[src/fia_pkg.sv]
`default_nettype none
package fia_pkg;
    // sources by arbitration rank, index 0 wins ties
    localparam int NSRC   = 8;
    localparam int S_EXT0 = 0;
    localparam int S_BO   = 1;
    localparam int S_WD   = 2;
    localparam int S_T0   = 3;
    localparam int S_CONV = 4;
    localparam int S_EXT1 = 5;
    localparam int S_KB   = 6;
    localparam int S_T1   = 7;

    // machine cycle timing in clocks or machine cycles, then stack depth
    localparam int         CLK_PER_MC  = 4;
    localparam logic [1:0] PH_POLL     = 2'h0;  // first phase
    localparam logic [1:0] PH_C3       = 2'h2;  // third_clock_phase
    localparam logic [1:0] PH_LAST     = 2'h3;
    localparam logic [2:0] CALL_MC     = 3'h4;  // vector call length
    localparam logic [2:0] WR_HOLD_MC  = 3'h2;  // enable/priority access
    localparam int         MAX_LAT_MC  = 12;
    localparam int         MAX_LAT_CLK = MAX_LAT_MC * CLK_PER_MC;
    localparam int         STACK_DEPTH = 4;

    // register byte offsets
    localparam logic [7:0] A_MAIN_EN = 8'h00; // main_enable_register
    localparam logic [7:0] A_EXT_EN  = 8'h04; // extended_enable_register
    localparam logic [7:0] A_PLO_A   = 8'h08; // priority_low_bits_a
    localparam logic [7:0] A_PHI_A   = 8'h0c; // priority_high_bits_a
    localparam logic [7:0] A_PLO_B   = 8'h10; // priority_low_bits_b
    localparam logic [7:0] A_PHI_B   = 8'h14; // priority_high_bits_b
    localparam logic [7:0] A_FLAGS   = 8'h18; // request flags, rank order
    localparam logic [7:0] A_CTRL    = 8'h1c; // external edge modes
    localparam logic [7:0] A_STATUS  = 8'h20; // in-service state

    // field positions and reset values
    localparam int         GLB_BIT     = 7;     // global_irq_enable
    localparam int         CTRL_EDGE0  = 0;
    localparam int         CTRL_EDGE1  = 1;
    localparam logic [7:0] RST_REG     = 8'h00;
    localparam logic [7:0] EXT_MASK    = 8'h21; // both external flags
    localparam logic [7:0] TIMER_MASK  = 8'h88;
    localparam logic [7:0] PD_WAKE     = 8'h63; // ext0, bo, ext1, keypad
    localparam logic [7:0] RC_WAKE     = 8'h14; // watchdog, converter
    localparam logic [7:0] IN_B_REG    = 8'h44; // watchdog, keypad

    // bit of each source within its enable/priority register
    localparam int SRC_BIT [NSRC] = '{0, 5, 4, 1, 6, 2, 1, 3};
    localparam logic [15:0] VEC [NSRC] = '{16'h0003, 16'h002b, 16'h0053,
        16'h000b, 16'h005b, 16'h0013, 16'h003b, 16'h001b};

    // core sequencer status, sampled at each poll
    typedef struct packed {
        logic last_cycle;    // last machine cycle of instruction
        logic blocked_instr; // writes enable/priority register
        logic return_from_interrupt;          // return_from_interrupt executing
        logic idle;
        logic powerdown;
        logic rc_clock;      // core runs from internal rc
    } fia_core_t;

    // hardware_vector_call request to the core
    typedef struct packed {
        logic        req;
        logic [1:0]  level;
        logic [15:0] vector;
    } fia_call_t;

    // enable bit of source idx
    function automatic logic src_enable(input int idx,
        input logic [7:0] en_a, input logic [7:0] en_b);
        return IN_B_REG[idx] ? en_b[SRC_BIT[idx]] : en_a[SRC_BIT[idx]];
    endfunction

    // level of source idx, high bit then low bit
    function automatic logic [1:0] src_level(input int idx,
        input logic [7:0] lo_a, input logic [7:0] hi_a,
        input logic [7:0] lo_b, input logic [7:0] hi_b);
        logic [1:0] lv;
        lv = IN_B_REG[idx] ? {hi_b[SRC_BIT[idx]], lo_b[SRC_BIT[idx]]}
                           : {hi_a[SRC_BIT[idx]], lo_a[SRC_BIT[idx]]};
        return lv;
    endfunction
endpackage
`default_nettype wire

[src/fia_arbiter.sv]
`timescale 1ns/1ps
`default_nettype none
// Function
// RULE1: two priority bits give level zero to three
// RULE2: in service, only strictly higher levels preempt
// RULE3: level three service is never preempted
// RULE4: higher level wins among pending requests
// RULE5: fixed ranking breaks ties within one level
// RULE6: winner selects its fixed vector address
// RULE7: each source gated by its enable bit
// RULE8: priority bits mirror enable bit positions
// RULE9: power-down wake only from permitted sources
// RULE10: external pins sampled in third phase
// RULE11: timer flags set third phase, polled later
// RULE12: vector call lasts four machine cycles
// RULE13: call only in instruction's last machine cycle
// RULE14: worst single-interrupt response twelve machine cycles
// RULE15: machine cycle is four clocks
// RULE16: enabled external interrupt wakes idle or power-down
// RULE17: global enable masks every source
// RULE18: vectoring clears timer and edge flags
// RULE19: only return-from-interrupt ends active level
// RULE20: no call on register write or return
// RULE21: reset clears enables, priorities, in-service state
// RULE22: in-service levels nest four deep
module fia_arbiter
    import fia_pkg::*;
(
    input  wire logic              clock,
    input  wire logic              rst,
    input  wire logic              ce,          // low freezes all state
    input  wire logic              hsel,
    input  wire logic [31:0]       haddr,
    input  wire logic [1:0]        htrans,
    input  wire logic              hwrite,
    input  wire logic [2:0]        hsize,
    input  wire logic [31:0]       hwdata,
    input  wire logic              hready,
    output logic                   hreadyout,
    output logic [31:0]            hrdata,
    output logic                   hresp,
    input  wire logic              external_pin_0,
    input  wire logic              external_pin_1,
    input  wire logic [7:0]        src_set,     // flag set pulses, rank order
    input  wire fia_pkg::fia_core_t core_in,
    output fia_pkg::fia_call_t     call_out,
    output logic [1:0]             mc_phase,    // clock within machine cycle
    output logic                   wake
);
    import fia_pkg::*;

    logic [1:0]  phase_r, phase_nxt;          // machine cycle phase
    logic [7:0]  men_r, men_nxt;              // main_enable_register
    logic [7:0]  xen_r, xen_nxt;              // extended_enable_register
    logic [7:0]  plo_a_r, plo_a_nxt;
    logic [7:0]  phi_a_r, phi_a_nxt;
    logic [7:0]  plo_b_r, plo_b_nxt;
    logic [7:0]  phi_b_r, phi_b_nxt;
    logic [7:0]  ctrl_r, ctrl_nxt;            // edge mode per pin
    logic [7:0]  flag_r, flag_nxt;            // request flags
    logic [7:0]  catch_r, catch_nxt;          // events awaiting third phase
    logic [7:0]  snap_r, snap_nxt;            // flags seen by next poll
    logic [1:0]  pin_q_r, pin_q_nxt;          // last pin samples
    logic        wr_pend_r, wr_pend_nxt;      // write data phase due
    logic [7:0]  wr_addr_r, wr_addr_nxt;
    logic [31:0] hrdata_r, hrdata_nxt;
    logic [2:0]  busy_r, busy_nxt;            // call in progress, in MCs
    logic [2:0]  hold_r, hold_nxt;            // register access, in MCs
    fia_call_t   call_r, call_nxt;
    logic [15:0] last_vec_r, last_vec_nxt;
    logic        wake_r, wake_nxt;

    logic        c3, mc_end, poll, acc, fire, prio_wr, sw_flag_wr, accept;
    logic [7:0]  en_vec, req, clr_mask, pend_en, wake_src;
    logic [15:0] lvl_vec;
    logic        win_hit;
    logic [2:0]  win_idx;
    logic [1:0]  win_level, top_level;
    logic        stk_empty;
    logic [2:0]  stk_depth;

    assign c3     = (phase_r == PH_C3);                         // RULE10
    assign mc_end = (phase_r == PH_LAST);                       // RULE15
    assign poll   = (phase_r == PH_POLL);
    assign acc    = hsel && hready && htrans[1];

    // per-source enable and level vectors
    always_comb begin
        for (int i = 0; i < NSRC; i++) begin
            en_vec[i]        = src_enable(i, men_r, xen_r);     // RULE7
            lvl_vec[2*i +: 2] = src_level(i, plo_a_r, phi_a_r,
                                          plo_b_r, phi_b_r);   // RULE1 RULE8
        end
    end

    // global enable overrides everything
    assign req     = snap_r & en_vec & {8{men_r[GLB_BIT]}};    // RULE17
    assign pend_en = flag_r & en_vec & {8{men_r[GLB_BIT]}};

    fia_resolve #(.N(NSRC)) u_resolve (
        .req   (req),
        .lvl   (lvl_vec),
        .hit   (win_hit),
        .idx   (win_idx),
        .level (win_level)
    );

    fia_level_stack #(.DEPTH(STACK_DEPTH)) u_stack (
        .clock      (clock),
        .rst        (rst),
        .ce         (ce),
        .push       (fire),
        .push_level (win_level),
        .pop        (core_in.return_from_interrupt),                             // RULE19
        .top_level  (top_level),
        .empty      (stk_empty),
        .depth      (stk_depth)
    );

    // strictly higher only; nothing beats level three
    assign accept = win_hit                                     // RULE4 RULE5
                 && (stk_empty || win_level > top_level); // RULE2 RULE3

    // write to enable, priority or flag registers in this data phase
    assign prio_wr    = wr_pend_r && (wr_addr_r <= A_PHI_B);
    assign sw_flag_wr = wr_pend_r && (wr_addr_r == A_FLAGS);

    // call only at a quiet last machine cycle
    assign fire = poll && accept && core_in.last_cycle              // RULE13
               && !core_in.blocked_instr && !core_in.return_from_interrupt           // RULE20
               && !prio_wr && hold_r == 3'h0 && busy_r == 3'h0;     // RULE12 RULE14

    // flags cleared by vectoring: timers always, externals in edge mode
    assign clr_mask = fire ? ((8'h01 << win_idx) & (TIMER_MASK
                      | ({2'h0, ctrl_r[CTRL_EDGE1], 5'h00})
                      | ({7'h00, ctrl_r[CTRL_EDGE0]}))) : 8'h00; // RULE18

    // bus slave: zero wait, read data registered from address phase
    always_comb begin
        wr_pend_nxt = acc && hwrite;
        wr_addr_nxt = acc ? haddr[7:0] : wr_addr_r;
        hrdata_nxt  = hrdata_r;
        if (acc && !hwrite) begin
            case (haddr[7:0])
                A_MAIN_EN: hrdata_nxt = {24'h0, men_r};
                A_EXT_EN:  hrdata_nxt = {24'h0, xen_r};
                A_PLO_A:   hrdata_nxt = {24'h0, plo_a_r};
                A_PHI_A:   hrdata_nxt = {24'h0, phi_a_r};
                A_PLO_B:   hrdata_nxt = {24'h0, plo_b_r};
                A_PHI_B:   hrdata_nxt = {24'h0, phi_b_r};
                A_FLAGS:   hrdata_nxt = {24'h0, flag_r};
                A_CTRL:    hrdata_nxt = {24'h0, ctrl_r};
                A_STATUS:  hrdata_nxt = {last_vec_r, 9'h0, stk_depth,
                                         stk_empty, 1'b0, top_level};
                default:   hrdata_nxt = 32'h0;   // unmapped reads zero
            endcase
        end
    end

    // register file writes from the data phase
    always_comb begin
        men_nxt   = men_r;
        xen_nxt   = xen_r;
        plo_a_nxt = plo_a_r;
        phi_a_nxt = phi_a_r;
        plo_b_nxt = plo_b_r;
        phi_b_nxt = phi_b_r;
        ctrl_nxt  = ctrl_r;
        if (wr_pend_r) begin
            case (wr_addr_r)
                A_MAIN_EN: men_nxt   = hwdata[7:0];
                A_EXT_EN:  xen_nxt   = hwdata[7:0];
                A_PLO_A:   plo_a_nxt = hwdata[7:0];
                A_PHI_A:   phi_a_nxt = hwdata[7:0];
                A_PLO_B:   plo_b_nxt = hwdata[7:0];
                A_PHI_B:   phi_b_nxt = hwdata[7:0];
                A_CTRL:    ctrl_nxt  = hwdata[7:0];
                default:   ;             // flags handled below, rest ignored
            endcase
        end
    end

    // flag group: software write, vector clear, then hardware sets win
    always_comb begin
        flag_nxt  = flag_r;
        catch_nxt = catch_r | (src_set & ~EXT_MASK);
        pin_q_nxt = pin_q_r;
        snap_nxt  = snap_r;
        if (sw_flag_wr) begin
            flag_nxt = hwdata[7:0];
        end
        flag_nxt = flag_nxt & ~clr_mask;                            // RULE18
        if (c3) begin
            // events gathered since last third phase land now
            flag_nxt  = flag_nxt | catch_r | (src_set & ~EXT_MASK); // RULE11
            catch_nxt = 8'h00;
            pin_q_nxt = {external_pin_1, external_pin_0};
            if (ctrl_r[CTRL_EDGE0]) begin
                flag_nxt[S_EXT0] = flag_nxt[S_EXT0]
                                 | (pin_q_r[0] & ~external_pin_0); // RULE10
            end else begin
                flag_nxt[S_EXT0] = ~external_pin_0;                // RULE10
            end
            if (ctrl_r[CTRL_EDGE1]) begin
                flag_nxt[S_EXT1] = flag_nxt[S_EXT1]
                                 | (pin_q_r[1] & ~external_pin_1);
            end else begin
                flag_nxt[S_EXT1] = ~external_pin_1;
            end
        end
        // snapshot at cycle end: a flag set this cycle polls next cycle
        if (mc_end) begin
            snap_nxt = flag_nxt;                                    // RULE11
        end
    end

    // arbitration group: phase, call timing, wake
    always_comb begin
        phase_nxt    = phase_r + 2'h1;                              // RULE15
        busy_nxt     = busy_r;
        hold_nxt     = hold_r;
        call_nxt     = call_r;
        call_nxt.req = 1'b0;
        last_vec_nxt = last_vec_r;
        if (mc_end && busy_r != 3'h0) begin
            busy_nxt = busy_r - 3'h1;
        end
        if (mc_end && hold_r != 3'h0) begin
            hold_nxt = hold_r - 3'h1;
        end
        if (prio_wr) begin
            hold_nxt = WR_HOLD_MC;                                  // RULE14
        end
        if (fire) begin
            call_nxt     = '{req: 1'b1, level: win_level,
                             vector: VEC[win_idx]};                 // RULE6
            last_vec_nxt = VEC[win_idx];
            busy_nxt     = CALL_MC;                                 // RULE12
        end
        // in power-down, rc-clocked watchdog and converter may wake; timers never
        wake_src = PD_WAKE | (core_in.rc_clock ? RC_WAKE : 8'h00); // RULE9
        if (core_in.powerdown) begin
            wake_nxt = |(pend_en & wake_src);                       // RULE16
        end else if (core_in.idle) begin
            wake_nxt = |pend_en;                                    // RULE16
        end else begin
            wake_nxt = 1'b0;
        end
    end

    // all state registers; reset clears every enable and priority
    always_ff @(posedge clock) begin
        if (rst) begin
            phase_r    <= 2'h0;
            men_r      <= RST_REG;                                  // RULE21
            xen_r      <= RST_REG;
            plo_a_r    <= RST_REG;
            phi_a_r    <= RST_REG;
            plo_b_r    <= RST_REG;
            phi_b_r    <= RST_REG;
            ctrl_r     <= RST_REG;
            flag_r     <= 8'h00;
            catch_r    <= 8'h00;
            snap_r     <= 8'h00;
            pin_q_r    <= 2'h3;
            wr_pend_r  <= 1'b0;
            wr_addr_r  <= 8'h00;
            hrdata_r   <= 32'h0;
            busy_r     <= 3'h0;
            hold_r     <= 3'h0;
            call_r     <= '0;
            last_vec_r <= 16'h0;
            wake_r     <= 1'b0;
        end else if (ce) begin
            phase_r    <= phase_nxt;
            men_r      <= men_nxt;
            xen_r      <= xen_nxt;
            plo_a_r    <= plo_a_nxt;
            phi_a_r    <= phi_a_nxt;
            plo_b_r    <= plo_b_nxt;
            phi_b_r    <= phi_b_nxt;
            ctrl_r     <= ctrl_nxt;
            flag_r     <= flag_nxt;
            catch_r    <= catch_nxt;
            snap_r     <= snap_nxt;
            pin_q_r    <= pin_q_nxt;
            wr_pend_r  <= wr_pend_nxt;
            wr_addr_r  <= wr_addr_nxt;
            hrdata_r   <= hrdata_nxt;
            busy_r     <= busy_nxt;
            hold_r     <= hold_nxt;
            call_r     <= call_nxt;
            last_vec_r <= last_vec_nxt;
            wake_r     <= wake_nxt;
        end
    end

    assign hreadyout = 1'b1;   // never stretches a transfer
    assign hresp     = 1'b0;   // always okay
    assign hrdata    = hrdata_r;
    assign call_out  = call_r;
    assign mc_phase  = phase_r;
    assign wake      = wake_r;
endmodule
`default_nettype wire

[src/fia_level_stack.sv]
`timescale 1ns/1ps
`default_nettype none
// nested in-service levels; levels only rise, so depth 4 suffices
module fia_level_stack #(
    parameter int DEPTH = 4
) (
    input  wire logic       clock,
    input  wire logic       rst,
    input  wire logic       ce,
    input  wire logic       push,
    input  wire logic [1:0] push_level,
    input  wire logic       pop,
    output logic [1:0]      top_level,
    output logic            empty,
    output logic [2:0]      depth
);
    logic [1:0] lv_r   [DEPTH];   // entries, 0 at bottom
    logic [1:0] lv_nxt [DEPTH];
    logic [2:0] cnt_r;            // entries in use
    logic [2:0] cnt_nxt;

    // push and pop together replace the top entry
    always_comb begin
        lv_nxt  = lv_r;
        cnt_nxt = cnt_r;
        if (pop && cnt_r != 3'h0) begin
            cnt_nxt = cnt_r - 3'h1;
        end
        if (push && cnt_nxt < 3'(DEPTH)) begin
            lv_nxt[cnt_nxt[1:0]] = push_level; // RULE22
            cnt_nxt              = cnt_nxt + 3'h1;
        end
    end

    // registers only; ce freezes
    always_ff @(posedge clock) begin
        if (rst) begin
            cnt_r <= 3'h0;
            for (int i = 0; i < DEPTH; i++) begin
                lv_r[i] <= 2'h0;
            end
        end else if (ce) begin
            cnt_r <= cnt_nxt;
            lv_r  <= lv_nxt;
        end
    end

    assign empty     = (cnt_r == 3'h0);
    assign depth     = cnt_r;
    assign top_level = empty ? 2'h0 : lv_r[2'(cnt_r - 3'h1)];
endmodule
`default_nettype wire

[src/fia_resolve.sv]
`timescale 1ns/1ps
`default_nettype none
// picks the highest level, then the lowest rank index
module fia_resolve #(
    parameter int N = 8
) (
    input  wire logic [N-1:0]   req,   // enabled requests
    input  wire logic [2*N-1:0] lvl,   // two level bits per source
    output logic                hit,
    output logic [2:0]          idx,
    output logic [1:0]          level
);
    // scan levels downward, ranks upward; first match sticks
    always_comb begin
        hit   = 1'b0;
        idx   = 3'h0;
        level = 2'h0;
        for (int l = 3; l >= 0; l--) begin
            for (int i = 0; i < N; i++) begin
                if (!hit && req[i] && lvl[2*i +: 2] == 2'(l)) begin
                    hit   = 1'b1;
                    idx   = 3'(i);
                    level = 2'(l);
                end
            end
        end
    end
endmodule
`default_nettype wire

[config.mk]
export PLATFORM = sky130hd
export DESIGN_NAME = fia_arbiter
export DESIGN_NICKNAME = d
export VERILOG_FILES = /design/src/fia_pkg.sv /design/src/fia_arbiter.sv /design/src/fia_level_stack.sv /design/src/fia_resolve.sv
export SDC_FILE = /design/constraint.sdc
export NUM_CORES = 1
export LEC_CHECK = 0
export ABC_AREA = 1
export BUFFER_PORTS_ARGS = -buffer_cell sky130_fd_sc_hd__buf_2
export CAP_MARGIN = 5
export CORE_MARGIN = 2
export CORE_UTILIZATION = 55
export DETAILED_ROUTE_END_ITERATION = 8
export PLACE_DENSITY_LB_ADDON = 0.1
export SLEW_MARGIN = 20
export SYNTH_ARGS = -nofsm -noshare
export SYNTH_HDL_FRONTEND = slang
export SYNTH_HIERARCHICAL = 1
export SYNTH_SLANG_ARGS = --single-unit
[constraint.sdc]
create_clock -name clock -period 4.2 [get_ports clock]
set_clock_uncertainty 0.2 [all_clocks]
set_input_delay 0.84 -clock clock [delete_from_list [all_inputs] [get_ports clock]]
set_output_delay 0.84 -clock clock [all_outputs]
set_load 0.01 [all_outputs]
* Word-level counts from Yosys, hierarchy flattened
Memory sizes are Yosys's and may differ from the RTL's.
Index checks and enable logic that the tools add are counted.
W data, S select, Z words.
** Storage, ports and cells
- Register bits :: 162
- Output and inout port bits :: 56
- Word-level logic and storage cells :: 377
- Memories :: 1
- Latch bits :: 0
- Bits of input ports :: 91
- Memory bits (writable) :: 0
- Bits in read-only memories :: 128
** Cells by class
- Bitwise operators :: 21
- Div/mod/pow operators :: 0
- Shift operators :: 1
- $mul :: 0
- Eq/ne operators :: 41
- Muxes and demuxes :: 121
- Add/sub/neg operators :: 5
- Reductions and logical operators :: 154
- Order comparisons :: 7
** Memory list
- (name not given) :: depth 8, bits a word 16, read ports 1, clocked after Yosys merged registers in 0, wr ports 0, line fia_arbiter.sv:237 : last_vec_nxt = VEC[win_idx];
** Operators by type and width (number)
- $pmux W32 S9 :: 1
- $mux W3 :: 34
- $logic_and A1 B1 Y1 :: 82
- $mux W2 :: 38
- $eq A8 B5 Y1 const B :: 8
- $and A8 B8 Y8 :: 6
- $mux W1 :: 37
- $eq A2 B2 Y1 const B :: 18
- $logic_not A1 Y1 :: 35
- $eq A8 B4 Y1 const B :: 4
- $mux W16 :: 2
- $mux W8 :: 4
- $or A8 B8 Y8 :: 3
- $reduce_and A3 Y1 :: 7
- $mux W19 :: 1
- $logic_not A2 Y1 :: 9
- $eq A2 B1 Y1 const B :: 8
- $eq A8 B3 Y1 const B :: 2
- $logic_not A8 Y1 :: 2
- $reduce_and A2 Y1 :: 8
- $reduce_or A8 Y1 :: 2
- $logic_not A3 Y1 :: 3
- $reduce_bool A3 Y1 :: 3
- $sub A3 B1 Y3 const B :: 3
- 24 further kinds :: 30

* Longest topological paths before layout
Gate-level depths: netlist (run 1).
- Word-level depth :: 146
- Depth in mapped cells :: 29

* Modules after synthesis
The synthesis (run 1) kept the hierarchy.
** Modules (own cells, without submodules)
- fia_arbiter :: times used 1, sequential area each 2382.3 µm², area an instance 5910.7 µm², cells an instance 834
- fia_resolve :: times used 1, sequential area each 0.0 µm², area an instance 739.5 µm², cells an instance 146
- fia_level_stack :: times used 1, sequential area each 220.2 µm², area an instance 703.2 µm², cells an instance 115

* Least setup slack after synthesis (run 1)
OpenSTA, ideal clock, no wires.
- Path type :: flip-flop to flip-flop
- From :: reg men_r[7]
- To :: reg u_stack.cnt_r[0], in the netlist u_stack/depth[0]
- Data arrival time :: 3.417 ns
- Setup time :: 0.115 ns
- Required time :: 3.885 ns
- Slack :: 0.467 ns
- Cell stages (with the launch flop) :: 27
- Cells stage by stage :: dfxtp_1 > clkinv_1 > nor2_1 > inv_1 > or2_2 > nor2_1 > inv_1 > nand4_2 > nor3_2 > nand4_2 > nor2_2 > nand2_1 > a21oi_1 > nor4b_1 > nand4_1 > inv_1 > ha_1 > nand2_1 > o21ai_0 > nand2_1 > nand2_1 > nor2_2 > inv_1 > nor2_1 > nor2_1 > o21ai_0 > inv_1
** On the way
- Longest elaborated chain between the ends :: 139
- Elaborated cells on any way between the ends :: 171
- Those cells by class :: 1 x order compare; 65 x mux; 1 x bitwise; 104 x reduce/logical
** Ends and longest elaborated chain
- start, declared :: line fia_arbiter.sv:53 : logic [7:0] men_r, men_nxt;
- start signal, assigned :: line fia_arbiter.sv:276 : men_r <= men_nxt;
- $and A8 B8 Y8 (*) :: line fia_arbiter.sv:97 : assign req = snap_r & en_vec & {8{men_r[GLB_BIT]}};
- net req[0] :: line fia_arbiter.sv:74 : logic [7:0] en_vec, req, clr_mask, pend_en, wake_src;
- $logic_and A1 B1 Y1 :: line fia_resolve.sv:20 : if (!hit && req[i] && lvl[2*i +: 2] == 2'(l)) begin
- $mux W1 :: line fia_resolve.sv:20
- $logic_not A1 Y1 :: line fia_resolve.sv:20
- $logic_and A1 B1 Y1 (2 in a row) :: line fia_resolve.sv:20
- $mux W1 :: line fia_resolve.sv:20
- $logic_not A1 Y1 :: line fia_resolve.sv:20
- [... 119 more ...]
- net win_level[1] :: line fia_arbiter.sv:78 : logic [1:0] win_level, top_level;
- [... 1 more ...]
- $logic_or A1 B1 Y1 (*) :: line fia_arbiter.sv:122 : && (stk_empty || win_level > top_level);
- $logic_and A1 B1 Y1 (*) :: line fia_arbiter.sv:122
- $logic_and A1 B1 Y1 (*) (2 in a row) :: line fia_arbiter.sv:129 : assign fire = poll && accept && core_in.last_cycle
- $logic_and A1 B1 Y1 (*) (2 in a row) :: line fia_arbiter.sv:130 : && !core_in.blocked_instr && !core_in.return_from_interrupt
- $logic_and A1 B1 Y1 (*) (3 in a row) :: line fia_arbiter.sv:131 : && !prio_wr && hold_r == 3'h0 && busy_r == 3'h0;
- net fire :: line fia_arbiter.sv:73 : logic c3, mc_end, poll, acc, fire, prio_wr, sw_flag_wr, accept;
- $logic_and A1 B1 Y1 (*) :: line fia_level_stack.sv:29 : if (push && cnt_nxt < 3'(DEPTH)) begin
- $mux W3 (*) :: line fia_level_stack.sv:29
- end signal, assigned :: line fia_level_stack.sv:43 : cnt_r <= cnt_nxt;
- end, declared :: line fia_level_stack.sv:19 : logic [2:0] cnt_r;
The timed path passes the listed nets; every way through them passes the cells marked *.
A chain may end at the register's enable or synchronous reset.

* Worst setup path in the final report (run 1)
- From :: reg men_r[7]
- To :: reg u_stack/lv_r[1] in the netlist's numbering
** On the way
- Elaborated cells on any way between the ends :: 172
- Those cells by class :: 1 x order compare; 65 x mux; 1 x bitwise; 105 x reduce/logical
** RTL lines
- $and A8 B8 Y8 (*) :: line fia_arbiter.sv:97
- net req[4] :: line fia_arbiter.sv:74
- $logic_and A1 B1 Y1 (2 in a row) :: line fia_resolve.sv:20
- $mux W1 :: line fia_resolve.sv:20
- $logic_not A1 Y1 :: line fia_resolve.sv:20
- $logic_and A1 B1 Y1 (2 in a row) :: line fia_resolve.sv:20
- $mux W1 :: line fia_resolve.sv:20
- $logic_not A1 Y1 :: line fia_resolve.sv:20
- [... 103 more ...]
- net win_level[1] :: line fia_arbiter.sv:78
- [... 1 more ...]
- $logic_or A1 B1 Y1 (*) :: line fia_arbiter.sv:122
- $logic_and A1 B1 Y1 (*) :: line fia_arbiter.sv:122
- $logic_and A1 B1 Y1 (*) (2 in a row) :: line fia_arbiter.sv:129
- $logic_and A1 B1 Y1 (*) (2 in a row) :: line fia_arbiter.sv:130
- $logic_and A1 B1 Y1 (*) (3 in a row) :: line fia_arbiter.sv:131
- net fire :: line fia_arbiter.sv:73
- $logic_and A1 B1 Y1 (*) :: line fia_level_stack.sv:29
- $reduce_and A2 Y1 (no source line) (*)
- end signal, assigned :: line fia_level_stack.sv:44 : lv_r <= lv_nxt;
- end, declared :: line fia_level_stack.sv:17 : logic [1:0] lv_r [DEPTH];
Marked as above.

==> results.json, run 1 <==
{
  "outcome": "finished clean",
  "timing.reg2reg.setup_slack_ps": 20,
  "final_layout_size_suffix_gt1_frac": 0.191,
  "crit_path_max_fanout": 5,
  "vias_per_cell": 5.45,
  "holdCritPathClass": "flip-flop to flip-flop",
  "synthDominantCellAreaShare": 0.354,
  "power_per_cell_area_mw_per_mm2": 334,
  "final_common_cell": "nand2_1",
  "swShare": 0.254,
  "ys_top_cells_by_area": "dfxtp_1 35%, nand2_1 9.3%, nor2_1 7.4%",
  "end_kind": "flip-flop",
  "synthToLayoutAreaGrowth_pct": 18.8,
  "detail_route.drc_violations": 0,
  "buffers_plus_inverters_on_the_worst_setup_path": 6,
  "timing.critical_path.required_ps": 4320,
  "placed_cells": 1331,
  "criticalPathCategory": "flip-flop to flip-flop",
  "die-area_sq_mm": 0.0143,
  "design.core.area_sq_mm": 0.0131,
  "timing.slew.headroom": 0.325,
  "final-max-slew-violation-count": 0,
  "p_leak_nw": 4.01,
  "syn_area_per_cell_sq_um": 6.72,
  "grt_pass1_vias": 6739,
  "most-common-layout-cells": "177 x nand2_1, 137 x nor2_1, 129 x dfxtp_1, 125 x inv_1, 101 x a21oi_1",
  "row_count": 42,
  "tritoncts.num_buffers": 17,
  "finalPower_mw": 2.92,
  "post-route-min-period_ps": 4180,
  "final_net_count": 1291,
  "worst-endpoint-arrival_ps": 4300,
  "crit_cells": 30,
  "synth-main-ff-cell": "dfxtp_1",
  "share_of_synthesized_registers_carrying_an_async_set_or_reset": 0,
  "num_io_pins": 147,
  "synth.ff_latch_count": 130,
  "start_util": 0.560,
  "die_x_um": 120,
  "drt_wl_total_um": 22100,
  "clock_tree.root_cell": "clkbuf_16",
  "worst_path_dominant_cell_family": "simple AND/OR/NAND/NOR gates",
  "first_pass_grt_wire_length_um": 34600,
  "cts_sinks": 130,
  "die-height_um": 120,
  "final_core_util": 0.665,
  "distinct_cell_type_count_of_the_synthesized_netlist": 43,
  "worstSetupStartpoint": "men_r[7]",
  "switchingPower_mw": 0.741,
  "hpwl_after_dpl_um": 15900,
  "number_of_synthesized_flops_with_an_enable_pin": 0,
  "critical_path.startpoint_type": "flip-flop",
  "grt_max_degree": 65,
  "max_rail_drop_vdd_v": 0.000247,
  "netlist.top_cell.by_area": "dfxtp_1",
  "cts_max_level": 4,
  "critical_path.max_stage_delay_ps": 350,
  "number_of_antenna_violations_at_the_first_check_in_global_routing": 1,
  "ff2ff_path_depth": 30,
  "last_element_of_the_critical_path": "u_stack/lv_r[1]",
  "synth-seq-area-share": 0.354,
  "critical_path.slowest_cell": "dfxtp_4",
  "dr_total_vias": 7515,
  "part_of_the_total_power_dissipated_in_the_clock_network": 0.479,
  "flop_pwr_share": 0.436,
  "holdCritStartpoint": "hold_r[0]",
  "worstMarginPinSlew_ps": 1010,
  "worst_skew_pair.late_latency_ps": 430,
  "critical-path-top-cell-by-count": "nand2_1",
  "tritoncts_clock_tree": "yes",
  "post_synth_instance_area_sq_mm": 0.00735,
  "postRouteAntennaNets": 0,
  "critical_path.reg2reg.endpoint": "u_stack/lv_r[1]",
  "clkTransAtPathRegs_ps": 50,
  "synthesized_instance_count": 1095,
  "rsz0062_at_grt": "true",
  "drt_first_iter_violations": 638,
  "wl_per_cell_um": 16.0,
  "routabilityCongestion": 0.981,
  "layoutNonFillerInstCount": 1379,
  "drt-pass1-iter-count": 8,
  "power_frac_comb": 0.086,
  "sum_of_negative_setup_slack_ps": 0,
  "timing.fmax_mhz": 239,
  "gr-usage-all-layers": 0.312,
  "buffer_ports.inserted": 62,
  "internal_power_contribution_mw": 2.18,
  "grt.overflow.total": 0,
  "finalSetupViolations": 0,
  "ys.warnings.count": 6,
  "cts.path.max_buffers": 2,
  "maxCapViolations": 0,
  "crit-reg2reg-launch": "men_r[7]",
  "min_period_over_period": 0.995,
  "finalHoldViolCount": 0
}
## cell families after synthesis
kind of cell / share of synthesized area
AOI/OAI and AO/OA: 0.167
DFF: 0.354
other: 0.00102
buffers and inverters: 0.128
and+or+nand+nor: 0.330
xor gates and xnor gates: 0.00119
adders and majority gates: 0.0187
## synthesized netlist by cell type (3+ instances only)
library cell and count:
ha_1 11, a211oi_1 8, buf_4 40, nor2_4 7, clkinv_1 4, a21oi_1 101, nor3_1 20, nand2_2 11
o211ai_2 4, nor2_1 145, o21ai_0 89, nor2_2 13, o211ai_1 4, inv_1 127, inv_2 5, nand4_1 19
nand4_2 5, o21ai_1 15, buf_6 3, nand3_1 102, nand2_1 182, dfxtp_1 130, nand3_2 3, clkbuf_1 15
buf_2 8
## layout make-up
type / count / area [sq um]
Antenna cell: 1 / 2.50
Clock buffer: 22 / 474
Clock inverter: 10 / 83.8
Fill cell: 1236 / 4400
Inverter: 136 / 517
Multi-Input combinational cell: 790 / 4110
Sequential cell: 130 / 2610
Tap cell: 176 / 220
Timing Repair Buffer: 114 / 724
## how the worst min path moves through the flow
stage                 end  depth (start not counted)
6_report        hold_r[0]                          1
2_1_floorplan   hold_r[0]                          1
5_1_grt        catch_r[1]                          2
3_3_place_gp   catch_r[2]                          2
4_1_cts         hold_r[0]                          1
3_5_place_dp   catch_r[6]                          2
## registers in the layout, summed over array words and instances (netlist names), 5 cells and up
signal        count
catch_r           6
ctrl_r            8
flag_r            8
hrdata           13
last_vec_r        5
men_r             8
phi_a_r           8
phi_b_r           8
plo_a_r           8
plo_b_r           8
snap_r            8
u_stack/lv_r      8
wr_addr_r         8
xen_r             8
## layer usage
layer	wire length, um	part of all wire	GRT usage	vias to the layer above
met4	959	0.043	0.150	0
met3	1770	0.080	0.0741	60
met1	9450	0.43	0.409	3411
met2	9920	0.45	0.486	304
li1	-	-	-	3740
met5	0	0	0	-
## power by group through the flow
stage / registers (mW) / logic (mW) / clock network, mW
global route: 1.27 / 0.281 / 1.46
CTS: 1.27 / 0.244 / 1.41
detailed placement: 1.30 / 0.244 / 0
global placement: 1.30 / 0.239 / 0
finish: 1.27 / 0.251 / 1.40
floorplan: 1.29 / 0.184 / 0
## per-stage QoR
| stage | setup slack (ps) | hold WS (ps) | instance area, sq um |
|---|---|---|---|
| 2_1_floorplan | 467 | 222 | 7460 |
| 3_3_place_gp | 3.49 | 242 | 7830 |
| 3_5_place_dp | -26.9 | 250 | 7830 |
| 4_1_cts | 41.2 | 256 | 8390 |
| 5_1_grt | -284 | 284 | 8730 |
| 6_report | 22.7 | 256 | 8740 |
## repair_timing
action,4_1_cts,5_1_grt
resized for setup,1,55
pin swaps,0,29
cloned,0,0
hold buffers,0,0
setup buffers,0,17
endpoints found under the setup margin,10,30
Note: power is estimated with default switching activity, not from simulation.
==> run 2, diff against run 1 <==
--- a/config.mk
+++ b/config.mk
@@ -8,6 +8,7 @@
 export ABC_AREA = 1
 export BUFFER_PORTS_ARGS = -buffer_cell sky130_fd_sc_hd__buf_2
 export CAP_MARGIN = 5
+export CORE_ASPECT_RATIO = 0.9
 export CORE_MARGIN = 2
 export CORE_UTILIZATION = 55
 export DETAILED_ROUTE_END_ITERATION = 8
==> run 2 against run 1 <==
Net effect:
- register-to-register slack better by 150 ps
- non-clock buffer count grew 31
- maximum frequency up 3.8%
- core utilization rose by 1.7 points
- highest routed layer unchanged
- sequential power hardly changed
- hold slack worse by 6.6 ps
- count of clock-buffer cells in the layout is 2 higher
- global-route usage decreased by 0.40 points
- final area increased by 3.2%
- worst setup slack gained 150 ps
- final cell count rose by 1.6%
- combinational power shrank 2%
==> results.json, run 2 (synthesis gave the netlist of run 1 again) <==
{
  "gr-usage-all-layers": 0.309,
  "drt-pass1-iter-count": 6,
  "drt_wl_total_um": 22100,
  "largest_register_ffs": 13,
  "critical_path.slowest_cell": "dfxtp_2",
  "min_period_over_period": 0.958,
  "wl_met1_um": 9850,
  "die_x_um": 126,
  "postPlaceCellArea_sq_mm": 0.00802,
  "row_count": 40,
  "power_per_cell_area_mw_per_mm2": 353,
  "postRouteAntennaNets": 0,
  "worst-endpoint-arrival_ps": 4170,
  "drt_first_iter_violations": 760,
  "hold_slack_ps": 250,
  "die-height_um": 114,
  "timing.fmax_mhz": 249,
  "clock_tree.root_cell": "clkbuf_16",
  "number_of_antenna_violations_at_the_first_check_in_global_routing": 0,
  "worstSetupStartpoint": "men_r[7]",
  "worst_skew_pair.late_latency_ps": 420,
  "vias_per_cell": 5.46,
  "cts_sinks": 130,
  "dr_wl_met3_um": 1740,
  "criticalPathCategory": "flip-flop to flip-flop",
  "crit_path_max_fanout": 6,
  "timing.slew.headroom": 0.410,
  "final_net_count": 1322,
  "cts.path.max_buffers": 2,
  "final_layout_size_suffix_gt1_frac": 0.209,
  "outcome": "finished clean",
  "cts_max_level": 4,
  "critical_path.startpoint_type": "flip-flop",
  "detail_route.drc_violations": 0,
  "num_io_pins": 147,
  "dr_total_vias": 7650,
  "max_rail_drop_vdd_v": 0.000272,
  "die-area_sq_mm": 0.0143,
  "clkTransAtPathRegs_ps": 60,
  "tritoncts.num_buffers": 17,
  "holdCritStartpoint": "busy_r[0]",
  "grt_max_degree": 50,
  "top_signal_layer_used": "met4",
  "fin_area_sq_mm": 0.00901,
  "rsz0062_at_grt": "true",
  "end_kind": "flip-flop",
  "crit-reg2reg-launch": "men_r[7]",
  "post-route-min-period_ps": 4020,
  "finalPower_mw": 3.18,
  "grt_pass1_vias": 6766,
  "grt.overflow.total": 0,
  "wl_per_cell_um": 15.8,
  "design.core.area_sq_mm": 0.0132,
  "final-max-slew-violation-count": 0,
  "holdCritPathClass": "flip-flop to flip-flop",
  "count_of_antenna_diodes_in_the_layout": 0,
  "finalSetupViolations": 0,
  "start_util": 0.557,
  "timing.critical_path.required_ps": 4350,
  "detailed_routed_wire_length_on_met2_um": 9650,
  "synthToLayoutAreaGrowth_pct": 22.6,
  "p_leak_nw": 4.20,
  "most-common-layout-cells": "176 x nand2_1, 138 x nor2_1, 129 x dfxtp_1, 124 x inv_1, 101 x a21oi_1",
  "maxCapViolations": 0,
  "hpwl_after_dpl_um": 15700,
  "first_pass_grt_wire_length_um": 34600,
  "tritoncts_clock_tree": "yes",
  "final_common_cell": "nand2_1",
  "finalHoldViolCount": 0,
  "critical_path.max_stage_delay_ps": 350,
  "buffer_ports.inserted": 62,
  "routabilityCongestion": 0.924,
  "worstMarginPinSlew_ps": 884
}
run 2: cell types whose count changed in the layout (fill, tap and decap cells not counted), sizes merged:
| cell | delta |
|---|---|
| clkbuf | +2 |
| bufinv | +4 |
| inv | +1 |
| buf | +31 |
| clkinv | -5 |
| clkinvlp | -2 |
| diode | -1 |
run 2: metrics by stage:
stage          std cells  TNS (ps)  utilization  setup slack (ps)
2_1_floorplan       1123         0            -               467
3_3_place_gp        1347     -1550        0.607              -154
3_5_place_dp        1347     -1980        0.607              -180
4_1_cts             1394     -3.42        0.673             -3.42
5_1_grt             1401     -1240        0.682              -131
6_report            1401         0        0.682               176
run 2: final timing paths:
path / to / slack (ps) / cells past startpoint
max reg2reg: u_stack/depth[1] / 180 / 29
min reg2reg: busy_r[0] / 250 / 1
max: u_stack/depth[1] / 180 / 29
min: busy_r[0] / 250 / 1
run 2: final cells by class:
class	instances	area, sq um
Clock buffer	24	492
Multi-Input combinational cell	790	4060
Tap cell	168	210
Timing Repair Buffer	145	957
Fill cell	1195	4200
Clock inverter	8	171
Sequential cell	130	2600
Inverter	136	515
run 2: critical path, delay by kind of cell, from the launching register on:
kind	cells	cell delay [ps]
buffers and inverters	7	910
adder cells (fa/ha/maj)	1	230
AND/OR/NAND/NOR	18	2030
flip-flops	1	350
AO/OA/AOI/OAI	3	230
run 2: layer usage:
metal  GRT usage  up-vias
met5           0        -
met4       0.141        0
met3      0.0727       66
met2       0.473      314
met1       0.415     3475
li1            -     3795
run 2: power breakdown:
part	internal [mW]	switching (mW)
clock network	1.12	0.544
registers	1.25	0.0188
logic	0.0735	0.173
total	2.45	0.735
run 2: what timing repair did:
item / 4_1_cts / 5_1_grt
buffers inserted: 15 / 7
pin swaps: 20 / 20
setup endpoints to repair: 20 / 30
hold buffers: 0 / 0
endpoints found under the hold margin: 0 / 0
resized for setup: 25 / 20
